**config.mk**
```make
export PLATFORM = sky130hd
export DESIGN_NAME = ebp_seq
export DESIGN_NICKNAME = d
export VERILOG_FILES = /design/src/rtl/ebp_pkg.sv /design/src/rtl/ebp_tick.sv /design/src/rtl/ebp_seq.sv
export SDC_FILE = /design/constraint.sdc
export NUM_CORES = 1
export LEC_CHECK = 0
export BUFFER_PORTS_ARGS = -buffer_cell sky130_fd_sc_hd__buf_4
export CORE_MARGIN = 4
export CORE_UTILIZATION = 50
export DETAILED_ROUTE_END_ITERATION = 8
export GPL_ROUTABILITY_DRIVEN = 0
export MAX_ROUTING_LAYER = met4
export PLACE_DENSITY_LB_ADDON = 0.12
export SLEW_MARGIN = 0
export SYNTH_ARGS = -nofsm -noshare
export SYNTH_HDL_FRONTEND = slang
export SYNTH_SLANG_ARGS = --single-unit
```
**constraint.sdc**
```tcl
create_clock -name clk -period 8.4 [get_ports clk]
set_clock_uncertainty 0.15 [all_clocks]
set_input_delay 2.1 -clock clk [delete_from_list [all_inputs] [get_ports clk]]
set_output_delay 2.1 -clock clk [all_outputs]
set_load 0.1 [all_outputs]
```
**src/rtl/ebp_pkg.sv**
```systemverilog
// Package of constants and types for the external bus cycle phase sequencer.
package ebp_pkg;

  // ==========================================================================
  // Phase state encoding
  typedef enum logic [2:0] {
    EBP_IDLE = 3'b000,
    EBP_AB = 3'b001,
    EBP_C = 3'b010,
    EBP_D = 3'b011,
    EBP_E = 3'b100,
    EBP_F = 3'b101
  } ebp_state_t;

  // ==========================================================================
  // Field positions inside chip_select_timing_ctrl
  localparam int AB_POS = 0;
  localparam int AB_W = 1;
  localparam int ABX_POS = 1;
  localparam int ABX_W = 2;
  localparam int C_POS = 3;
  localparam int C_W = 2;
  localparam int D_POS = 5;
  localparam int E_POS = 6;
  localparam int E_W = 5;
  localparam int F_POS = 11;
  localparam int F_W = 2;
  localparam int RDY_POS = 13;
  localparam int TCTRL_W = 14;

  // ==========================================================================
  // Reset values, chip select count and timebase
  localparam logic [TCTRL_W-1:0] TCTRL_RST = 14'h0000;
  localparam int CS_NUM = 4;
  localparam int TICK_DIV = 2;
  localparam logic [4:0] CNT_RST = 5'h00;

endpackage

```
**src/rtl/ebp_tick.sv**
```systemverilog
// Bus phase timebase divider producing one pulse per bus time unit.
`timescale 1ns/1ps
module ebp_tick #(
  parameter int DIV = ebp_pkg::TICK_DIV
) (
  input wire logic clk,
  input wire logic resetn,
  input wire logic ce,
  input wire logic run,
  output logic tick
);

  logic [7:0] cnt_q, cnt_d;
  logic tick_d;

  // The tick is not registered, so the first unit of a phase is as long as the others.
  always_comb begin
    cnt_d = cnt_q;
    tick_d = 1'b0;
    if (!run) begin
      cnt_d = 8'h00;
    end else if (cnt_q == 8'(DIV - 1)) begin
      cnt_d = 8'h00;
      tick_d = 1'b1;
    end else begin
      cnt_d = cnt_q + 8'h01;
    end
  end

  always_ff @(posedge clk) begin
    if (!resetn) begin
      cnt_q <= 8'h00;
    end else if (ce) begin
      cnt_q <= cnt_d;
    end
  end

  assign tick = tick_d;

endmodule

```
**src/rtl/ebp_seq.sv**
```systemverilog
// External bus cycle phase sequencer with per chip select timing.
// Functional notes
// - Each cycle runs address setup, command delay, data setup, access, hold in order.
// - Phase lengths come from per chip select timing control; command delay 0 to 3.
// - Address setup lasts 1 or 2 units, plus 0 to 3 on window change.
// - Write data setup or tristate phase lasts 0 or 1 unit.
// - Access lasts 1 to 32 units; ready input may extend it when enabled.
// - Address and write data hold phase lasts 0 to 3 units.
`timescale 1ns/1ps
module ebp_seq #(
  parameter int NCS = ebp_pkg::CS_NUM,
  parameter int DIV = ebp_pkg::TICK_DIV
) (
  input wire logic clk,
  input wire logic resetn,
  input wire logic ce,
  input wire logic start,
  input wire logic [1:0] cs_sel,
  input wire logic [NCS*ebp_pkg::TCTRL_W-1:0] chip_select_timing_ctrl,
  input wire logic ready_in,
  output logic busy,
  output logic [2:0] phase,
  output logic phase_ab,
  output logic phase_c,
  output logic phase_d,
  output logic phase_e,
  output logic phase_f,
  output logic done
);

  // ==========================================================================
  // Helpers
  function automatic logic [4:0] len_of(input ebp_pkg::ebp_state_t s,
                                        input logic [ebp_pkg::TCTRL_W-1:0] t,
                                        input logic win_chg);
    logic [4:0] l;
    l = 5'h00;
    case (s)
      ebp_pkg::EBP_AB: begin
        l = 5'(t[ebp_pkg::AB_POS]) + 5'h01;
        if (win_chg) begin
          l = l + 5'(t[ebp_pkg::ABX_POS +: ebp_pkg::ABX_W]);
        end
      end
      ebp_pkg::EBP_C: l = 5'(t[ebp_pkg::C_POS +: ebp_pkg::C_W]);
      ebp_pkg::EBP_D: l = 5'(t[ebp_pkg::D_POS]);
      ebp_pkg::EBP_E: l = t[ebp_pkg::E_POS +: ebp_pkg::E_W];
      ebp_pkg::EBP_F: l = 5'(t[ebp_pkg::F_POS +: ebp_pkg::F_W]);
      default: l = 5'h00;
    endcase
    return l;
  endfunction

  // Next phase in fixed order, skipping zero length ones.
  function automatic ebp_pkg::ebp_state_t next_of(input ebp_pkg::ebp_state_t s,
                                                 input logic [ebp_pkg::TCTRL_W-1:0] t);
    ebp_pkg::ebp_state_t n;
    n = ebp_pkg::EBP_IDLE;
    case (s)
      ebp_pkg::EBP_AB: n = ebp_pkg::EBP_C;
      ebp_pkg::EBP_C: n = ebp_pkg::EBP_D;
      ebp_pkg::EBP_D: n = ebp_pkg::EBP_E;
      ebp_pkg::EBP_E: n = ebp_pkg::EBP_F;
      default: n = ebp_pkg::EBP_IDLE;
    endcase
    if (n == ebp_pkg::EBP_C && len_of(n, t, 1'b0) == 5'h00) begin
      n = ebp_pkg::EBP_D;
    end
    if (n == ebp_pkg::EBP_D && len_of(n, t, 1'b0) == 5'h00) begin
      n = ebp_pkg::EBP_E;
    end
    if (n == ebp_pkg::EBP_F && len_of(n, t, 1'b0) == 5'h00) begin
      n = ebp_pkg::EBP_IDLE;
    end
    return n;
  endfunction

  // ==========================================================================
  // State
  ebp_pkg::ebp_state_t st_q, st_d;
  logic [4:0] cnt_q, cnt_d;
  logic [ebp_pkg::TCTRL_W-1:0] tc_q, tc_d;
  logic [1:0] cs_q, cs_d;
  logic cs_vld_q, cs_vld_d;
  logic done_d, done_q;
  logic tick;
  logic [ebp_pkg::TCTRL_W-1:0] tsel;
  logic last_unit;
  logic win_chg;
  logic e_exit;

  // ==========================================================================
  // Timebase
  ebp_tick #(
    .DIV(DIV)
  ) u_tick (
    .clk(clk),
    .resetn(resetn),
    .ce(ce),
    .run(st_q != ebp_pkg::EBP_IDLE),
    .tick(tick)
  );

  assign tsel = chip_select_timing_ctrl[cs_sel*ebp_pkg::TCTRL_W +: ebp_pkg::TCTRL_W];
  assign last_unit = tick && (cnt_q == 5'h01);
  // A new chip select, or the first cycle after reset, opens a new address window.
  assign win_chg = !cs_vld_q || (cs_q != cs_sel);
  assign e_exit = last_unit && (!tc_q[ebp_pkg::RDY_POS] || ready_in);

  // ==========================================================================
  // Sequencer next state
  always_comb begin
    st_d = st_q;
    cnt_d = cnt_q;
    tc_d = tc_q;
    cs_d = cs_q;
    cs_vld_d = cs_vld_q;
    done_d = 1'b0;
    case (st_q)
      ebp_pkg::EBP_IDLE: begin
        if (start) begin
          tc_d = tsel;
          cs_d = cs_sel;
          cs_vld_d = 1'b1;
          st_d = ebp_pkg::EBP_AB;
          cnt_d = len_of(ebp_pkg::EBP_AB, tsel, win_chg);
        end
      end
      ebp_pkg::EBP_E: begin
        if (tick && cnt_q != 5'h01) begin
          cnt_d = cnt_q - 5'h01;
        end else if (e_exit) begin
          st_d = next_of(st_q, tc_q);
          cnt_d = len_of(st_d, tc_q, 1'b0);
          done_d = (st_d == ebp_pkg::EBP_IDLE);
        end
      end
      ebp_pkg::EBP_AB, ebp_pkg::EBP_C, ebp_pkg::EBP_D, ebp_pkg::EBP_F: begin
        if (tick) begin
          if (cnt_q == 5'h01) begin
            st_d = next_of(st_q, tc_q);
            cnt_d = len_of(st_d, tc_q, 1'b0);
            done_d = (st_d == ebp_pkg::EBP_IDLE);
          end else begin
            cnt_d = cnt_q - 5'h01;
          end
        end
      end
      default: st_d = ebp_pkg::EBP_IDLE;
    endcase
  end

  // ==========================================================================
  // Sequencer registers
  always_ff @(posedge clk) begin
    if (!resetn) begin
      st_q <= ebp_pkg::EBP_IDLE;
      cnt_q <= ebp_pkg::CNT_RST;
      tc_q <= ebp_pkg::TCTRL_RST;
      cs_q <= 2'h0;
      cs_vld_q <= 1'b0;
      done_q <= 1'b0;
    end else if (ce) begin
      st_q <= st_d;
      cnt_q <= cnt_d;
      tc_q <= tc_d;
      cs_q <= cs_d;
      cs_vld_q <= cs_vld_d;
      done_q <= done_d;
    end
  end

  // ==========================================================================
  // Registered phase outputs
  logic busy_q, ab_q, c_q, d_q, e_q, f_q;
  logic [2:0] ph_q;
  logic busy_d, ab_d, c_d, d_d, e_d, f_d;
  logic [2:0] ph_d;

  // ==========================================================================
  // Phase output next values
  // Outputs are decoded from the next state so that they line up with the state register.
  always_comb begin
    busy_d = st_d != ebp_pkg::EBP_IDLE;
    ph_d = st_d;
    ab_d = st_d == ebp_pkg::EBP_AB;
    c_d = st_d == ebp_pkg::EBP_C;
    d_d = st_d == ebp_pkg::EBP_D;
    e_d = st_d == ebp_pkg::EBP_E;
    f_d = st_d == ebp_pkg::EBP_F;
  end

  always_ff @(posedge clk) begin
    if (!resetn) begin
      busy_q <= 1'b0;
      ph_q <= 3'h0;
      ab_q <= 1'b0;
      c_q <= 1'b0;
      d_q <= 1'b0;
      e_q <= 1'b0;
      f_q <= 1'b0;
    end else if (ce) begin
      busy_q <= busy_d;
      ph_q <= ph_d;
      ab_q <= ab_d;
      c_q <= c_d;
      d_q <= d_d;
      e_q <= e_d;
      f_q <= f_d;
    end
  end

  assign busy = busy_q;
  assign phase = ph_q;
  assign phase_ab = ab_q;
  assign phase_c = c_q;
  assign phase_d = d_q;
  assign phase_e = e_q;
  assign phase_f = f_q;
  assign done = done_q;

endmodule

```
==> flow_summary.toml <==
[pwr]
swShare = 0.319
clockPowerShare = 0.304
switching_power_uw = 165
power_frac_seq = 0.386
combPwrFrac = 0.310
leakagePower_uw = 0.00131
power_density_nw_per_um2 = 156
total_power_uw = 519
p_int_uw = 353
ir_worst_vdd_mv = 0.113

[drt]
drt-pass1-iter-count = 4
ant_nets = 0
viasPerCell = 5.80
drt_iter0_drc = 176
wl_per_cell_um = 15.3
wl_mm = 6.86
vias = 2605
drc = 0

[place]
dp_hpwl_mm = 5.20
placedCellCount = 442
port-buffer-count = 72
pre_cts_slack_ns = 3.97

[clock_tree]
postCtsHoldBufs = 0
clockRootBuffer = "clkbuf_8"
clk_pin_slew_worst_paths_ns = 0.07
clockBufferDepth = 2
cts_buffers = 5
post_cts_resized = 0
cts_tree = "built"
clock_sinks = 38
cts_setup_buffers = 0
clock_latency_ns = 0.29
htree_levels = 2

[flow_run]
maxCapViolations = 0

[worst_setup_path]
regToRegStartpoint = "phase[2]"
crit_arrival_ns = 4.11
reg2reg_setup_slack_ns = 4.53
r2r_cells = 9
path_max_fanout = 16
end_kind = "flop"
startpoint = "cs_sel[0]"
required_ns = 8.42
critPathKind = "in2reg"
start_kind = "input port"

[grt]
grt-ovfl-total = 0
antenna_found_initial = 0
grt_usage = 0.227
grt_start_max_net_pins = 23
grt_pass1_wl_mm = 11.3
grt_pass1_vias = 2492

[yosys]
ys_top_cells_by_count = "nand2_1 (48), dfxtp_1 (38), a21oi_1 (36), nor2_1 (21), mux4_2 (14)"
synth_top_area_frac = 0.287
async_flop_share = 0
synth_edf_count = 0
ys_ff_latch = 38
syn_nets = 389
yosysMostFrequentCell = "nand2_1"
yosysUniqueCellTypes = 64
yosysWarningCount = 0
synth_area_leaders = "dfxtp_1 (29%), mux4_2 (12%), a21oi_1 (6.8%)"
syn_inst = 319
synth-seq-area-share = 0.287
synth_area_um2 = 2650
synth_area_per_cell_um2 = 8.32
synth_top_cell_by_area = "dfxtp_1"
ys.flop_type = "dfxtp_1"

[finish]
stdcell_count = 449
multi_input_area_um2 = 1750
synthToLayoutAreaGrowth_pct = 24.9
antenna_cells = 0
regArea_um2 = 761
layout-drive-gt1-share = 0.274
nFillCells = 481
nets = 449
utilization = 0.645

[sta]
fin_crit_sh = 0.487
setup_viol = 0
worstMarginPinSlew_ns = 1.08
fin_setup_tns_ns = 0
fmax_mhz = 245
maxSlewHeadroom = 0.277
hold_viol = 0
worst_slack_ns = 4.31
min_period_ns = 4.09
slew_violations = 0
rsz0062_at_grt = "false"

[worst_hold_path]
hold_path_class = "reg2reg"
min_path_cells = 2
hp-start = "phase_f"

[die]
core_area_um2 = 5140
die_y_um = 80.9
start_util = 0.516
fp.dieArea_um2 = 6540
rows = 26
die_x_um = 80.9
pin_count = 73

[run_status]
status = "finished, final reports clean"
## final timing paths
check | end
max | cnt_q[1]
min reg2reg | phase_f
min | phase_f
max reg2reg | cnt_q[0]
## flip-flops by register name (all words and copies together) (netlist names)
signal        count
tc_q             12
u_tick.cnt_q      8
cnt_q             5
phase             3
cs_q              2
busy              1
cs_vld_q          1
done              1
phase_ab          1
phase_c           1
phase_d           1
phase_e           1
phase_f           1
## final cells by class
cell class,instances,area share
multi-input combinational,247,0.529
timing repair buffer,73,0.165
clock inverter,1,0.00906
tap,70,0.0264
sequential,38,0.230
inverter,14,0.0159
clock buffer,6,0.0249
## worst max-delay path, cell delays in order
cell and delay (ns):
buf_4 0.27, mux4_2 0.61, inv_1 0.09, ha_1 0.16, fa_1 0.41, nand2_1 0.06
a21boi_0 0.08, a211oi_1 0.22, a31oi_1 0.12
## layout by cell type (no fill, tap or decap), types with 3 or more instances in the layout
master | Yosys | routed
buf_4 | 0 | 73
nand4_1 | 8 | 8
nor2_1 | 21 | 21
and3_1 | 3 | 3
clkbuf_8 | 0 | 6
nand2_1 | 48 | 48
nand3_1 | 9 | 9
nor2b_1 | 4 | 4
mux4_2 | 14 | 14
nor3b_1 | 3 | 3
o211ai_1 | 6 | 6
o211a_1 | 3 | 3
xnor2_1 | 4 | 4
xor2_1 | 8 | 8
o21a_1 | 3 | 3
dfxtp_1 | 38 | 38
nor3_1 | 7 | 7
o21ai_0 | 12 | 12
a21oi_1 | 36 | 36
inv_1 | 12 | 12
ha_1 | 6 | 6
a211oi_1 | 3 | 3
nand2b_1 | 5 | 5
## metal layers
metal / vias to the layer above / GRT usage / share of wire / wire [um]
li1: 1294 / - / - / -
met3: 13 / 0.0432 / 0.056 / 383
met2: 75 / 0.375 / 0.49 / 3370
met4: 0 / 0.0676 / 0.020 / 134
met1: 1223 / 0.282 / 0.43 / 2970
met5: - / - / 0 / 0
## power groups by stage
stage | Sequential (uW) | Combinational [uW] | Clock, uW
2_1_floorplan | 220 | 96.9 | 0
3_3_place_gp | 204 | 158 | 0
3_5_place_dp | 204 | 160 | 0
4_1_cts | 200 | 161 | 160
5_1_grt | 202 | 176 | 168
6_report | 200 | 161 | 158
## per-stage QoR
stage	area, um2	hold WS, ns
6_report	3310	0.313
5_1_grt	3310	0.354
4_1_cts	3310	0.318
3_5_place_dp	3200	0.308
3_3_place_gp	3200	0.293
2_1_floorplan	2650	0.287
## logic make-up after synthesis
group	count (synthesis)	synth area share
multiplexers	15	0.123
AND/OR/NAND/NOR	126	0.240
adder cells (fa/ha/maj)	7	0.0358
XOR/XNOR	12	0.0396
buffers and inverters	34	0.0528
AO/OA/AOI/OAI	87	0.222
flip-flops	38	0.287
(Power assumes the default switching activity.)
